==> src/dfw_defs.svh <==
`ifndef DFW_DEFS_SVH
`define DFW_DEFS_SVH

// ----------------------------------------------------------------------------
// register indices on the plain register port
// ----------------------------------------------------------------------------
`define DFW_A_ERR        4'h0
`define DFW_A_WARN       4'h1
`define DFW_A_STAT       4'h2
`define DFW_A_CMD        4'h3
`define DFW_A_ISTS       4'h4
`define DFW_A_IMSK       4'h5
`define DFW_A_HIST0      4'h6
`define DFW_A_HIST4      4'hA

// ----------------------------------------------------------------------------
// field layouts and reset values
// ----------------------------------------------------------------------------
`define DFW_ERR_MASK     32'h01C5_3FFF
`define DFW_ERR_RST      32'h0000_0000
`define DFW_WARN_RST     8'h00
`define DFW_IRQ_RST      4'h0
`define DFW_CODE_NONE    16'h0000
`define DFW_ST_PF_MSB    15
`define DFW_ST_PF_LSB    14
`define DFW_ST_ERR_BIT   13
`define DFW_ST_WARN_BIT  11
`define DFW_PW_TEST      2'b00
`define DFW_PW_READY     2'b01
`define DFW_PW_POWER     2'b10
`define DFW_PW_TORQUE    2'b11
`define DFW_CMD_DIAG     0
`define DFW_CMD_HIST     1
`define DFW_IRQ_ERR      0
`define DFW_IRQ_WARN     1
`define DFW_IRQ_DIAG     2
`define DFW_IRQ_HIST     3
`define DFW_HIST_N       5
`define DFW_ERR_BITS     25

`endif

==> src/dfw_pkg.sv <==
package dfw_pkg;
    typedef logic [15:0] dfw_code_t;
    typedef enum logic [2:0] {ST_TEST, ST_READY, ST_POWER, ST_TORQUE, ST_FAULT} dfw_pstate_t;
    typedef enum logic [1:0] {DR_IDLE, DR_STATUS, DR_READY} dfw_dr_t;
endpackage

==> src/dfw_hist_if.sv <==
`timescale 1ns/100ps
interface dfw_hist_if;
    import dfw_pkg::*;
    logic      push;
    dfw_code_t code;
    logic      clear;
    dfw_code_t entry [0:4];
    modport owner (input push, input code, input clear, output entry);
    modport user  (output push, output code, output clear, input entry);
endinterface

==> src/dfw_hist.sv <==
`timescale 1ns/100ps
`include "dfw_defs.svh"
module dfw_hist
    import dfw_pkg::*;
(
    input  wire logic  i_clk_sys,
    input  wire logic  i_rstn,
    dfw_hist_if.owner  hist
);
    dfw_code_t mem_q [0:`DFW_HIST_N-1];

    // ------------------------------------------------------------------------
    // five most recent errors, newest in entry 0
    // ------------------------------------------------------------------------
    // shift in newest
    always_ff @(posedge i_clk_sys or negedge i_rstn) begin
        if (!i_rstn) begin
            for (int i = 0; i < `DFW_HIST_N; i++) mem_q[i] <= `DFW_CODE_NONE;
        end else if (hist.clear) begin
            for (int i = 0; i < `DFW_HIST_N; i++) mem_q[i] <= `DFW_CODE_NONE;
        end else if (hist.push) begin
            mem_q[0] <= hist.code;
            for (int i = 1; i < `DFW_HIST_N; i++) mem_q[i] <= mem_q[i-1];
        end
    end

    always_comb begin
        for (int i = 0; i < `DFW_HIST_N; i++) hist.entry[i] = mem_q[i];
    end

    // ------------------------------------------------------------------------
    // checks
    // ------------------------------------------------------------------------
    property p_hist_clear;
        @(posedge i_clk_sys) disable iff (!i_rstn)
        hist.clear |=> (mem_q[0] == `DFW_CODE_NONE) && (mem_q[4] == `DFW_CODE_NONE);
    endproperty
    a_hist_clear: assert property (p_hist_clear) else $error("history not zeroed");

    property p_hist_push;
        @(posedge i_clk_sys) disable iff (!i_rstn)
        (hist.push && !hist.clear) |=> (mem_q[0] == $past(hist.code))
            && (mem_q[4] == $past(mem_q[3]));
    endproperty
    a_hist_push: assert property (p_hist_push) else $error("history push wrong");
endmodule

==> src/dfw_top.sv <==
`timescale 1ns/100ps
`include "dfw_defs.svh"
module dfw_top
    import dfw_pkg::*;
(
    input  wire logic        i_clk_sys,
    input  wire logic        i_rstn,
    input  wire logic [31:0] i_fault,
    input  wire logic [7:0]  i_warn,
    input  wire logic        i_selftest_done,
    input  wire logic        i_power_ok,
    input  wire logic        i_torque_req,
    input  wire logic [3:0]  i_addr,
    input  wire logic [31:0] i_wdata,
    input  wire logic        i_wr,
    input  wire logic        i_rd,
    output logic      [31:0] o_rdata,
    output logic      [1:0]  o_power_state,
    output logic             o_fault,
    output logic             o_irq
);
    // ------------------------------------------------------------------------
    // state
    // ------------------------------------------------------------------------
    logic [31:0] err_q;
    logic [31:0] err_d;
    logic [7:0]  warn_q;
    logic        stat_err_q;
    logic        toggle_q;
    logic [3:0]  ists_q;
    logic [3:0]  ists_d;
    logic [3:0]  imsk_q;
    logic [31:0] rdata_q;
    logic        irq_q;
    logic [1:0]  pf_q;
    dfw_pstate_t pst_q;
    dfw_pstate_t pst_d;
    dfw_dr_t     dr_q;
    dfw_dr_t     dr_d;

    dfw_hist_if  hist ();

    dfw_hist u_hist (
        .i_clk_sys (i_clk_sys),
        .i_rstn    (i_rstn),
        .hist      (hist)
    );

    // ------------------------------------------------------------------------
    // helpers
    // ------------------------------------------------------------------------
    // error number shown for each flag position
    function automatic dfw_code_t err_code(input logic [4:0] b);
        unique case (b)
            5'h00:   err_code = 16'h0001;
            5'h01:   err_code = 16'h0004;
            5'h02:   err_code = 16'h006A;
            5'h03:   err_code = 16'h006C;
            5'h04:   err_code = 16'h00C8;
            5'h05:   err_code = 16'h00C9;
            5'h06:   err_code = 16'h00CA;
            5'h07:   err_code = 16'h00D6;
            5'h08:   err_code = 16'h0130;
            5'h09:   err_code = 16'h0133;
            5'h0A:   err_code = 16'h0003;
            5'h0B:   err_code = 16'h013A;
            5'h0C:   err_code = 16'h0321;
            5'h0D:   err_code = 16'h0322;
            5'h10:   err_code = 16'h0323;
            5'h12:   err_code = 16'h01FE;
            5'h16:   err_code = 16'h009C;
            5'h17:   err_code = 16'h01FA;
            5'h18:   err_code = 16'h01F6;
            default: err_code = `DFW_CODE_NONE;
        endcase
    endfunction

    // lowest set bit; only one new error is logged per cycle
    function automatic logic [4:0] first_bit(input logic [31:0] v);
        first_bit = 5'h00;
        for (int i = `DFW_ERR_BITS - 1; i >= 0; i--) begin
            if (v[i]) first_bit = 5'(i);
        end
    endfunction

    function automatic logic [1:0] pf_code(input dfw_pstate_t s);
        unique case (s)
            ST_READY:  pf_code = `DFW_PW_READY;
            ST_POWER:  pf_code = `DFW_PW_POWER;
            ST_TORQUE: pf_code = `DFW_PW_TORQUE;
            ST_TEST:   pf_code = `DFW_PW_TEST;
            ST_FAULT:  pf_code = `DFW_PW_TEST;
        endcase
    endfunction

    // ------------------------------------------------------------------------
    // register port decode
    // ------------------------------------------------------------------------
    wire        wr_cmd   = i_wr && (i_addr == `DFW_A_CMD);
    wire        wr_ists  = i_wr && (i_addr == `DFW_A_ISTS);
    wire        wr_imsk  = i_wr && (i_addr == `DFW_A_IMSK);
    wire        diag_cmd = wr_cmd && i_wdata[`DFW_CMD_DIAG];
    wire        hist_cmd = wr_cmd && i_wdata[`DFW_CMD_HIST];
    wire        diag_clr = (dr_q == DR_STATUS);
    wire [31:0] fault_m  = i_fault & `DFW_ERR_MASK;
    wire [31:0] new_err  = fault_m & ~err_q;
    wire        any_new  = |new_err;
    wire        new_warn = |(i_warn & ~warn_q);
    wire        any_err  = |err_q;
    wire [15:0] stat_w   = {pf_q, stat_err_q, 1'b0, |warn_q, 10'h000, toggle_q};
    wire [3:0]  hidx     = i_addr - `DFW_A_HIST0;
    wire        hist_hit = (i_addr >= `DFW_A_HIST0) && (i_addr <= `DFW_A_HIST4);

    logic [31:0] rd_mux;
    always_comb begin
        rd_mux = 32'h0000_0000;
        if (hist_hit) begin
            rd_mux = {16'h0000, hist.entry[hidx[2:0]]};
        end else begin
            unique case (i_addr)
                `DFW_A_ERR:  rd_mux = err_q;
                `DFW_A_WARN: rd_mux = {24'h000000, warn_q};
                `DFW_A_STAT: rd_mux = {16'h0000, stat_w};
                `DFW_A_ISTS: rd_mux = {28'h0000000, ists_q};
                `DFW_A_IMSK: rd_mux = {28'h0000000, imsk_q};
                default:     rd_mux = 32'h0000_0000;
            endcase
        end
    end

    // ------------------------------------------------------------------------
    // error and warning flags
    // ------------------------------------------------------------------------
    // sticky fault flags
    // cleared by diagnostics reset; a fault still present sets again
    assign err_d = diag_clr ? fault_m : (err_q | fault_m);

    always_ff @(posedge i_clk_sys or negedge i_rstn) begin
        if (!i_rstn) begin
            err_q <= `DFW_ERR_RST;
        end else begin
            err_q <= err_d;
        end
    end

    always_ff @(posedge i_clk_sys or negedge i_rstn) begin
        if (!i_rstn) begin
            warn_q <= `DFW_WARN_RST;
        end else begin
            warn_q <= i_warn;
        end
    end

    assign hist.push  = any_new;
    assign hist.code  = err_code(first_bit(new_err));
    assign hist.clear = hist_cmd;

    // ------------------------------------------------------------------------
    // diagnostics reset sequence
    // ------------------------------------------------------------------------
    always_comb begin
        dr_d = dr_q;
        unique case (dr_q)
            DR_IDLE:   if (diag_cmd) dr_d = DR_STATUS;
            DR_STATUS: dr_d = DR_READY;
            DR_READY:  dr_d = DR_IDLE;
        endcase
    end

    always_ff @(posedge i_clk_sys or negedge i_rstn) begin
        if (!i_rstn) begin
            dr_q <= DR_IDLE;
        end else begin
            dr_q <= dr_d;
        end
    end

    always_ff @(posedge i_clk_sys or negedge i_rstn) begin
        if (!i_rstn) begin
            stat_err_q <= 1'b0;
        end else begin
            stat_err_q <= |err_d;
        end
    end

    // bit 0 of the status word toggles on every read of the status word so the host can see it fresh
    always_ff @(posedge i_clk_sys or negedge i_rstn) begin
        if (!i_rstn) begin
            toggle_q <= 1'b0;
        end else if (i_rd && (i_addr == `DFW_A_STAT)) begin
            toggle_q <= ~toggle_q;
        end
    end

    // ------------------------------------------------------------------------
    // power and torque state
    // ------------------------------------------------------------------------
    always_comb begin
        pst_d = pst_q;
        if (dr_q == DR_READY) begin
            pst_d = ST_READY;
        end else if (any_err) begin
            pst_d = ST_FAULT;
        end else begin
            unique case (pst_q)
                ST_TEST:   if (i_selftest_done) pst_d = ST_READY;
                ST_READY:  if (i_power_ok) pst_d = ST_POWER;
                ST_POWER: begin
                    if (!i_power_ok) pst_d = ST_READY;
                    else if (i_torque_req) pst_d = ST_TORQUE;
                end
                ST_TORQUE: begin
                    if (!i_power_ok) pst_d = ST_READY;
                    else if (!i_torque_req) pst_d = ST_POWER;
                end
                ST_FAULT:  pst_d = ST_FAULT;
            endcase
        end
    end

    // fault state holds until software asks for a diagnostics reset
    always_ff @(posedge i_clk_sys or negedge i_rstn) begin
        if (!i_rstn) begin
            pst_q <= ST_TEST;
            pf_q  <= `DFW_PW_TEST;
        end else begin
            pst_q <= pst_d;
            pf_q  <= pf_code(pst_d);
        end
    end

    // ------------------------------------------------------------------------
    // interrupt status and mask
    // ------------------------------------------------------------------------
    // a new event in the clearing cycle wins over the write-one clear
    wire [3:0] ev = {hist_cmd, dr_q == DR_READY, new_warn, any_new};
    assign ists_d = (ists_q & ~(wr_ists ? i_wdata[3:0] : 4'h0)) | ev;

    always_ff @(posedge i_clk_sys or negedge i_rstn) begin
        if (!i_rstn) begin
            ists_q <= `DFW_IRQ_RST;
            imsk_q <= `DFW_IRQ_RST;
            irq_q  <= 1'b0;
        end else begin
            ists_q <= ists_d;
            if (wr_imsk) imsk_q <= i_wdata[3:0];
            irq_q  <= |(ists_d & (wr_imsk ? i_wdata[3:0] : imsk_q));
        end
    end

    // read data stands only in the cycle after the strobe
    always_ff @(posedge i_clk_sys or negedge i_rstn) begin
        if (!i_rstn) begin
            rdata_q <= 32'h0000_0000;
        end else begin
            rdata_q <= i_rd ? rd_mux : 32'h0000_0000;
        end
    end

    assign o_rdata       = rdata_q;
    assign o_power_state = pf_q;
    assign o_fault       = stat_err_q;
    assign o_irq         = irq_q;

    // ------------------------------------------------------------------------
    // checks
    // ------------------------------------------------------------------------
    property p_err_set;
        @(posedge i_clk_sys) disable iff (!i_rstn)
        (|(i_fault & `DFW_ERR_MASK)) |=> ((err_q & $past(i_fault & `DFW_ERR_MASK))
            == $past(i_fault & `DFW_ERR_MASK));
    endproperty
    a_err_set: assert property (p_err_set) else $error("fault flag not raised");

    property p_warn;
        @(posedge i_clk_sys) disable iff (!i_rstn)
        1'b1 |=> (warn_q == $past(i_warn));
    endproperty
    a_warn: assert property (p_warn) else $error("warning flags wrong");

    property p_diag_clear;
        @(posedge i_clk_sys) disable iff (!i_rstn)
        (diag_cmd && dr_q == DR_IDLE) ##1 (i_fault == 32'h0000_0000)
            |=> (err_q == 32'h0000_0000);
    endproperty
    a_diag_clear: assert property (p_diag_clear) else $error("errors not cleared");

    property p_stat_first;
        @(posedge i_clk_sys) disable iff (!i_rstn)
        (dr_q == DR_STATUS) |=> (stat_err_q == (|err_q)) && (dr_q == DR_READY);
    endproperty
    a_stat_first: assert property (p_stat_first) else $error("status not updated first");

    property p_ready;
        @(posedge i_clk_sys) disable iff (!i_rstn)
        (diag_cmd && dr_q == DR_IDLE) |-> ##3 (pst_q == ST_READY);
    endproperty
    a_ready: assert property (p_ready) else $error("not awaiting power after reset");

    property p_keep_hist;
        @(posedge i_clk_sys) disable iff (!i_rstn)
        (dr_q != DR_IDLE && !hist_cmd && !any_new) |=> $stable(hist.entry[0]);
    endproperty
    a_keep_hist: assert property (p_keep_hist) else $error("memory lost on reset");

    property p_hist_cmd;
        @(posedge i_clk_sys) disable iff (!i_rstn)
        hist_cmd |=> (hist.entry[2] == `DFW_CODE_NONE) && ists_q[`DFW_IRQ_HIST];
    endproperty
    a_hist_cmd: assert property (p_hist_cmd) else $error("history not cleared");

    property p_hist_log;
        @(posedge i_clk_sys) disable iff (!i_rstn)
        (any_new && !hist_cmd) |=> (hist.entry[0] != `DFW_CODE_NONE);
    endproperty
    a_hist_log: assert property (p_hist_log) else $error("error not logged");

    property p_pf_ready;
        @(posedge i_clk_sys) disable iff (!i_rstn)
        (pst_q == ST_READY) |-> (pf_q == `DFW_PW_READY);
    endproperty
    a_pf_ready: assert property (p_pf_ready) else $error("power field not 0,1");

    property p_reserved;
        @(posedge i_clk_sys) disable iff (!i_rstn)
        (err_q & ~`DFW_ERR_MASK) == 32'h0000_0000;
    endproperty
    a_reserved: assert property (p_reserved) else $error("reserved error bit set");

    property p_irq;
        @(posedge i_clk_sys) disable iff (!i_rstn)
        (|(ists_q & imsk_q)) |-> o_irq;
    endproperty
    a_irq: assert property (p_irq) else $error("interrupt missing");
endmodule

==> config.mk <==
export PLATFORM = sky130hd
export DESIGN_NAME = dfw_top
export DESIGN_NICKNAME = d
export VERILOG_FILES = /design/src/dfw_pkg.sv /design/src/dfw_hist_if.sv /design/src/dfw_hist.sv /design/src/dfw_top.sv
export VERILOG_INCLUDE_DIRS = /design/src
export SDC_FILE = /design/constraint.sdc
export NUM_CORES = 1
export LEC_CHECK = 0
export CORE_ASPECT_RATIO = 0.7
export CORE_MARGIN = 5
export CORE_UTILIZATION = 58
export CTS_BUF_LIST = sky130_fd_sc_hd__clkbuf_4
export DETAILED_ROUTE_END_ITERATION = 10
export DONT_BUFFER_PORTS = 1
export GPL_ROUTABILITY_DRIVEN = 0
export HOLD_SLACK_MARGIN = 0.15
export PLACE_DENSITY = 0.86
export SLEW_MARGIN = 20
export SYNTH_ARGS = -nofsm -noshare
export SYNTH_HDL_FRONTEND = slang
export SYNTH_SLANG_ARGS = --single-unit
==> constraint.sdc <==
create_clock -name i_clk_sys -period 6.1 [get_ports i_clk_sys]
set_input_delay 1.22 -clock i_clk_sys [delete_from_list [all_inputs] [get_ports i_clk_sys]]
set_output_delay 1.22 -clock i_clk_sys [all_outputs]
set_load 0.005 [all_outputs]
Yosys cells after proc, flatten, opt, wreduce, memory -nomap -nowiden --
Memory sizes are Yosys's and may differ from the RTL's. Index checks and enable logic that the tools add are counted.
Cells by class: mux-type cells 48, add/subtract/negate cells 1, order comparisons 3, bitwise operators 11, reductions and logical operators 19, eq/ne operators 16
Operator list (count):
- $mux W80 | 2
- $pmux W32 S5 | 1
- $mux W5 | 25
- $mux W32 | 3
- $reduce_or A32 Y1 | 3
- $bmux W16 S3 | 1
- $and A25 B32 Y32 | 1
- $mux W16 | 2
- $not A32 Y32 | 1
- $or A32 B25 Y32 | 1
- $mux W3 | 8
- $reduce_or A8 Y1 | 2
- $pmux W3 S5 | 1
- $eq A3 B2 Y1 const B | 4
- $and A4 B4 Y4 | 2
- $and A8 B8 Y8 | 1
- $eq A4 B2 Y1 const B | 2
- $eq A4 B3 Y1 const B | 2
- $mux W4 | 2
- $not A8 Y8 | 1
- $pmux W2 S4 | 1
- $logic_and A1 B1 Y1 | 7
- $eq A3 B1 Y1 const B | 2
- $eq A3 B3 Y1 const B | 2
- 20 further kinds | 21
Word-level totals: register bits after elaboration 170, output and inout port bits 36, memory bits (read-only) 320, memories kept 1, bits of input ports 83, logic and storage cells 115
Memory list:
- (no name shown) | words 32, bits a word 10, read ports 1, clocked after Yosys merged registers in 0, wr ports 0, RTL line dfw_top.sv:54 | unique case (b)

Longest topological paths before layout --
Gate-level depths: netlist (run 1). An unclocked memory read counts as a cell.
depth in word-level cells 30, mapped depth 11, depth with buffers taken out 11

Cells and area by module --
A second synthesis (run 1) with hierarchy kept.
Unflattened totals: cell total of the unflattened synthesis 754, area, all modules 8270.4 um^2
By module, submodules not included:
- dfw_top | seq. area each 2252.2 um^2, times used 1, area each 5001.0 um^2, cells each 496
- dfw_hist | seq. area each 2001.9 um^2, times used 1, area each 3269.4 um^2, cells each 258

Worst setup path before layout (run 1) --
No wires, ideal clock.
path type input to register, start in i_fault[9], end reg u_hist.mem_q (netlist bit u_hist.hist.entry[71]), data required time 5.990 ns, setup time 0.110 ns, data arrival time 3.249 ns, path slack 2.741 ns, stages on the path 11, buffers on the path 0, path through nor2b_1 > o311ai_0 > nor3_1 > a211oi_1 > nor2_1 > inv_1 > ha_1 > or3b_2 > o31ai_4 > o21bai_1 > o41ai_1
On the way: longest elaborated chain between the ends 14, elaborated cells between the ends (all ways) 16, those cells by class mux: 12; bitwise: 1; reduce/logical: 2; memory: 1
Ends and longest elaborated chain:
- start, declared | RTL line dfw_top.sv:8 | input wire logic [31:0] i_fault,
- $and A25 B32 Y32 * | RTL line dfw_top.sv:106 | wire [31:0] new_err = fault_m & ~err_q;
- $mux W5 (10 in series) | RTL line dfw_top.sv:82 | if (v[i]) first_bit = 5'(i);
- $mem_v2 Z32 W10
- $mux W80 | RTL line dfw_hist.sv:21 | end else if (hist.push) begin
- $mux W80 | RTL line dfw_hist.sv:19 | end else if (hist.clear) begin
- end, declared | RTL line dfw_hist.sv:10 | dfw_code_t mem_q [0:`DFW_HIST_N-1];
Mark *: on every way between the ends. The rest lies on a longest branch, timed or not. The select of a mux whose other input is x is not followed. A chain may end at the register's enable or synchronous reset.

Worst setup path in the final report (run 1) --
Same ends and word-level chain as after synthesis.

==> impl_metrics.csv, run 1 <==
group,metric,value,unit
run_status,outcome,"finished, final reports clean",
sta,setup_tns,0,ps
clock_network,cts_tree,"done",
final_layout,regArea,0.00350,mm²
worst_setup_path,cp_top_family,"compound AO/OA/AOI/OAI gates",
clock_network,post_cts_resized,0,
sta,max_freq,295,MHz
worst_setup_path,r2r_end,"u_hist.hist.entry[71]",
final_layout,multi_input_area,0.00297,mm²
worst_setup_path,cp.depth,11,
power_and_ir_drop,power_density,421,mW/mm²
floorplanning,die_x,138,µm
detailed_routing,drt_iter0_drc,672,
worst_setup_path,cp_max_fo,7,
detailed_routing,wirelength,17000,µm
logic_synthesis,netlist.area_leader.share,0.526,
grt,grt_pass1_vias,5164,
clock_network,htree_levels,4,
sta,slew_violations,0,
worst_setup_path,start_kind,"primary input",
worst_setup_path,critPathArrivalTime,3820,ps
clock_network,clk_latency,570,ps
grt,grt_pass1_wl,27900,µm
floorplanning,die_h,99.6,µm
floorplanning,core,0.0111,mm²
clock_network,clockBufferDepth,2,
power_and_ir_drop,p_leak,3.11,nW
logic_synthesis,ys_seq_area_frac,0.526,
worst_setup_path,reg2reg_depth,11,
floorplanning,rows,32,
place,port_buffers,0,
worst_setup_path,cp_cell_sequence,"nor2b_1 -> o311ai_0 -> nor3_1 -> a211oi_1 -> nor2_1 -> inv_1 -> ha_1 -> or3b_2 -> o31ai_4 -> o21bai_1 -> o41ai_1",
clock_network,clock-sinks,140,
final_layout,nets,749,
logic_synthesis,synth_edf_count,0,
logic_synthesis,synth.distinct_cells,67,
logic_synthesis,synthesis.area,0.00666,mm²
final_layout,syn_to_final_growth,5.56,%
place,place_inst,794,
sta,min_period,3390,ps
sta,finClkSkew,18.3,ps
worst_setup_path,critPathMaxStageDelay,500,ps
sta,setup_viol,0,
final_layout,final_cells,826,
sta,hold_violations,0,
detailed_routing,first_pass_iters,5,
floorplanning,start_util,0.598,
final_layout,drive_gt1_frac,0.113,
worst_setup_path,crit_slowest_cell,"or3b_2",
grt,grt_max_degree,141,
logic_synthesis,post-synth-top-area-cell,"dfrtp_1",
floorplanning,fp.dieArea,0.0138,mm²
sta,min_period_over_period,0.556,
sta,rsz0062_at_grt,"no",
logic_synthesis,netlist_instances,667,
clock_network,root_buffer,"clkbuf_4",
worst_setup_path,cp-endpoint,"u_hist.hist.entry[71]",
sta,slew_headroom,0.463,
detailed_routing,drc,0,
logic_synthesis,ys_async_sr_fraction,1.00,
hold_path,hold_class,"in -> async",
worst_setup_path,critPathKind,"in -> reg",
logic_synthesis,ys_warn_count,0,
detailed_routing,wire_per_inst,20.6,µm
logic_synthesis,synth_area_per_cell,9.98,µm²
grt,antenna_found_initial,0,
logic_synthesis,syn-num-nets,756,
power_and_ir_drop,ir_drop,0.234,mV
final_layout,n_antenna_cell,0,
floorplanning,io_pins,119,
clock_network,hold_buffers,0,
clock_network,numCtsBuffers,17,
worst_setup_path,crit_path_end_kind,"flip-flop",
detailed_routing,ant_nets,0,
worst_setup_path,worstReg2RegStart,"err_q[12]",
logic_synthesis,yosysMostFrequentCell,"dfrtp_1",
worst_setup_path,rrSetupSlack,2900,ps
logic_synthesis,yosys-top-cells-count,"dfrtp_1 (140), nand2_1 (126), a21oi_1 (57)",
logic_synthesis,synth.area.top_cells,"dfrtp_1 (53%), nand2_1 (7.1%), mux4_2 (4.4%)",
worst_setup_path,worstPathRequired,6530,ps
sta,worst_pin_slew,802,ps
final_layout,n_fill_cell,897,
detailed_routing,vias,5323,
clock_network,path_clk_slew,140,ps
grt,grt-ovfl-total,0,
logic_synthesis,ys.flop_type,"dfrtp_1",
clock_network,post_cts_buffers,0,
logic_synthesis,ys_ff_latch,140,
place,place_hpwl,12100,µm
detailed_routing,viasPerCell,6.44,
run,cap_violations,0,
worst_setup_path,crit_start,"i_fault[9]",
grt,globalRouteTotalUtil,0.259,
worst_setup_path,critPathBufInv,1,
==> routing by layer <==
metal  GRT usage  wire [µm]  up-vias
met5           0          0        -
met1       0.367       7260     2630
li1            -          -     2359
met4      0.0790        291        0
met3      0.0884       1890       32
met2       0.381       7600      302
==> state kept, by name, indices dropped and copies added, names as in the netlist <==
register and flops:
o_fault 1, ists_q 4, dr_q 2, o_rdata 32, pst_q 3, o_power_state 2
warn_q 8, imsk_q 4, o_irq 1, err_q 32, u_hist.hist.entry 50, toggle_q 1
==> where the power goes <==
group | internal [mW] | total, mW | switching (mW)
combinational | 0.433 | 1.05 | 0.616
clock | 0.172 | 0.541 | 0.369
sequential | 1.16 | 1.36 | 0.208
total | 1.76 | 2.96 | 1.19
==> through the flow <==
step / utilization / cell area, µm² / setup slack, ps / power [mW] / hold WS [ps]
global route: 0.631 / 7030 / 2600 / 3.15 / 257
global placement: 0.608 / 6770 / 1980 / 2.33 / 461
floorplan: - / 6660 / 2740 / 2.14 / 445
CTS: 0.631 / 7020 / 2540 / 2.94 / 290
detailed placement: 0.609 / 6770 / 1920 / 2.40 / 465
finish: 0.631 / 7030 / 2710 / 2.96 / 323
==> area by class of cell <==
| type | count | area share |
|---|---|---|
| clock inverter | 14 | 0.0159 |
| tap | 153 | 0.0272 |
| clock buffer | 18 | 0.0192 |
| sequential | 140 | 0.499 |
| inverter | 18 | 0.00962 |
| multi-input combinational | 477 | 0.423 |
| timing repair buffer | 6 | 0.00641 |
==> logic make-up (layout without fill, tap and decap cells) <==
logic type | after synthesis | count (layout) | synth area share
flip-flops | 140 | 140 | 0.526
AND/OR/NAND/NOR | 300 | 300 | 0.226
XOR/XNOR | 1 | 1 | 0.00132
AO/OA/AOI/OAI | 147 | 147 | 0.146
multiplexers | 22 | 22 | 0.0583
buffers and inverters | 50 | 56 | 0.0295
adder cells (fa/ha/maj) | 7 | 7 | 0.0128
==> worst min-delay path by stage <==
stage / end / slack (ps) / cells after the start
6_report: err_q[29] / 320 / 0
5_1_grt: err_q[31] / 260 / 0
4_1_cts: err_q[29] / 290 / 0
3_5_place_dp: toggle_q / 470 / 1
3_3_place_gp: toggle_q / 460 / 1
2_1_floorplan: toggle_q / 450 / 1
==> layout by cell type (no fill, tap or decap), types with 3 or more instances in the layout <==
cell          n
a211oi_1      3
a21o_1       22
a21oi_1      57
a22oi_1       6
a31oi_1      11
and2_1        4
and3_1       20
buf_4         6
clkbuf_4     18
clkinvlp_4    5
dfrtp_1     140
ha_1          6
inv_1        18
inv_6         5
mux2_2        4
mux2i_1       5
mux4_2       13
nand2_1     126
nand2b_1     14
nand3_1       9
nand3b_1      3
nand4_1       9
nor2_1       38
nor2b_1      29
nor3_1        7
nor4_1       16
o211ai_1      3
o21ai_0      12
o22ai_1       4
or3_1         3
or4_1         4
Power figures use the tool's default switching activity.
==> run 2: changes to the inputs <==
PLACE_DENSITY = 0.88   (was 0.86)
clock period = 3.1 ns   (was 6.1 ns; I/O delays follow)
==> impl_metrics.csv, run 2 (synthesized netlist as in run 1, its figures left out) <==
group,metric,value,unit
run_status,outcome,"finished with violations",
run_status,violations,"hold timing",
worst_setup_path,cp_max_fo,4,
sta,finClkSkew,21.2,ps
final_layout,final_cells,849,
final_layout,final_area,0.00733,mm²
worst_setup_path,critPathMaxStageDelay,500,ps
sta,whs,-264,ps
detailed_routing,wire_per_inst,21.1,µm
worst_setup_path,r2r_end,"u_hist.hist.entry[71]",
place,place_inst,799,
sta,setup_tns,0,ps
detailed_routing,ant_nets,0,
sta,max_freq,341,MHz
sta,min_period,2930,ps
clock_network,post_cts_buffers,0,
final_layout,n_fill_cell,853,
run,cap_violations,0,
sta,slew_headroom,0.434,
grt,grt_pass1_vias,5347,
detailed_routing,wirelength,17900,µm
clock_network,clock-sinks,140,
worst_setup_path,cp_top_family,"compound AO/OA/AOI/OAI gates",
detailed_routing,first_pass_iters,6,
worst_setup_path,crit_path_end_kind,"flip-flop",
detailed_routing,drt_iter0_drc,793,
detailed_routing,viasPerCell,6.54,
power_and_ir_drop,power_density,853,mW/mm²
final_layout,syn_to_final_growth,10.2,%
final_layout,nets,772,
floorplanning,fp.dieArea,0.0138,mm²
worst_setup_path,crit_slowest_cell,"or3b_2",
floorplanning,core,0.0111,mm²
grt,grt-ovfl-total,0,
power_and_ir_drop,ir_drop,0.408,mV
power_and_ir_drop,finalPower,6.26,mW
hold_path,hold_class,"in -> async",
clock_network,path_clk_slew,130,ps
worst_setup_path,worstReg2RegStart,"err_q[12]",
floorplanning,io_pins,119,
clock_network,root_buffer,"clkbuf_4",
detailed_routing,vias,5550,
final_layout,most-common-layout-cells,"dfrtp_1 (140), nand2_1 (126), a21oi_1 (57)",
clock_network,clk_latency,560,ps
power_and_ir_drop,p_leak,3.25,nW
grt,globalRouteTotalUtil,0.263,
clock_network,numCtsBuffers,17,
clock_network,htree_levels,4,
worst_setup_path,cp.depth,11,
sta,slew_violations,0,
floorplanning,die_h,99.6,µm
sta,hold_violations,140,
floorplanning,rows,32,
sta,rsz0062_at_grt,"no",
grt,antenna_found_initial,1,
worst_setup_path,worstPathRequired,3540,ps
final_layout,final_common_cell,"dfrtp_1",
detailed_routing,drc,0,
floorplanning,die_x,138,µm
worst_setup_path,reg2reg_depth,11,
worst_setup_path,start_kind,"flip-flop",
clock_network,cts_tree,"done",
worst_setup_path,cp_cell_sequence,"nand2b_2 -> a311oi_1 -> o21ai_1 -> a211oi_2 -> nor2_1 -> inv_1 -> ha_1 -> or3b_2 -> o31ai_4 -> o21bai_1 -> o41ai_1",
floorplanning,start_util,0.598,
clock_network,clockBufferDepth,2,
worst_setup_path,critPathKind,"reg -> reg",
place,port_buffers,0,
sta,min_period_over_period,0.947,
grt,grt_pass1_wl,28800,µm
place,place_hpwl,12200,µm
final_layout,drive_gt1_frac,0.115,
worst_setup_path,critPathArrivalTime,3370,ps
grt,grt_max_degree,141,
sta,worst_pin_slew,843,ps
final_layout,largest_register_ffs,50,
worst_setup_path,rrSetupSlack,170,ps
place,postPlaceCellArea,0.00682,mm²
worst_setup_path,critPathBufInv,1,
sta,setup_viol,0,
[run 2: worst reg2reg max path, delay by kind of cell, from the launching register on]
family | cells | cell delay (ps)
and+or+nand+nor | 3 | 860
buffers and inverters | 1 | 90
AOI/OAI and AO/OA | 6 | 1240
DFF | 1 | 450
adders and majority gates | 1 | 180
[run 2: how the worst max path moves through the flow]
stage / from / end / slack [ps]
floorplan: i_fault[9] / u_hist.hist.entry[71] / 340
CTS: err_q[12] / u_hist.hist.entry[67] / 150
detailed placement: i_fault[9] / u_hist.hist.entry[67] / 60
global route: err_q[12] / u_hist.hist.entry[67] / 40
global placement: i_fault[9] / u_hist.hist.entry[71] / 180
finish: err_q[12] / u_hist.hist.entry[71] / 170
[run 2: layout make-up]
class                           count  area (µm²)  share of cell area
Sequential cell                   140        3500               0.478
Timing Repair Buffer               29         275              0.0375
Multi-Input combinational cell    477        2970               0.405
Tap cell                          153         191              0.0261
Clock buffer                       21         158              0.0215
Clock inverter                     10         168              0.0229
Antenna cell                        1        2.50            0.000341
Inverter                           18        67.6             0.00922
[run 2: through the flow]
| step | setup slack, ps | utilization |
|---|---|---|
| 2_1_floorplan | 341 | - |
| 3_3_place_gp | 176 | 0.613 |
| 3_5_place_dp | 57.8 | 0.613 |
| 4_1_cts | 154 | 0.652 |
| 5_1_grt | 43.2 | 0.659 |
| 6_report | 165 | 0.659 |
[run 2: timing repair]
item | 4_1_cts | 5_1_grt
hold buffers | 11 | 7
resized for setup | 0 | 1
endpoints found under the setup margin | 0 | 2
hold endpoints to repair | 151 | 147
[run 2: report_power, final]
group / internal, mW / switching, mW / total [mW]
sequential: 2.27 / 0.427 / 2.70
clock: 0.673 / 0.671 / 1.34
combinational: 0.921 / 1.29 / 2.21
[run 2: layer usage]
| layer | up-vias | global-route usage | part of all wire |
|---|---|---|---|
| li1 | 2405 | - | - |
| met1 | 2701 | 0.368 | 0.41 |
| met2 | 397 | 0.398 | 0.45 |
| met3 | 47 | 0.0899 | 0.12 |
| met4 | 0 | 0.0721 | 0.020 |
| met5 | - | 0 | 0 |
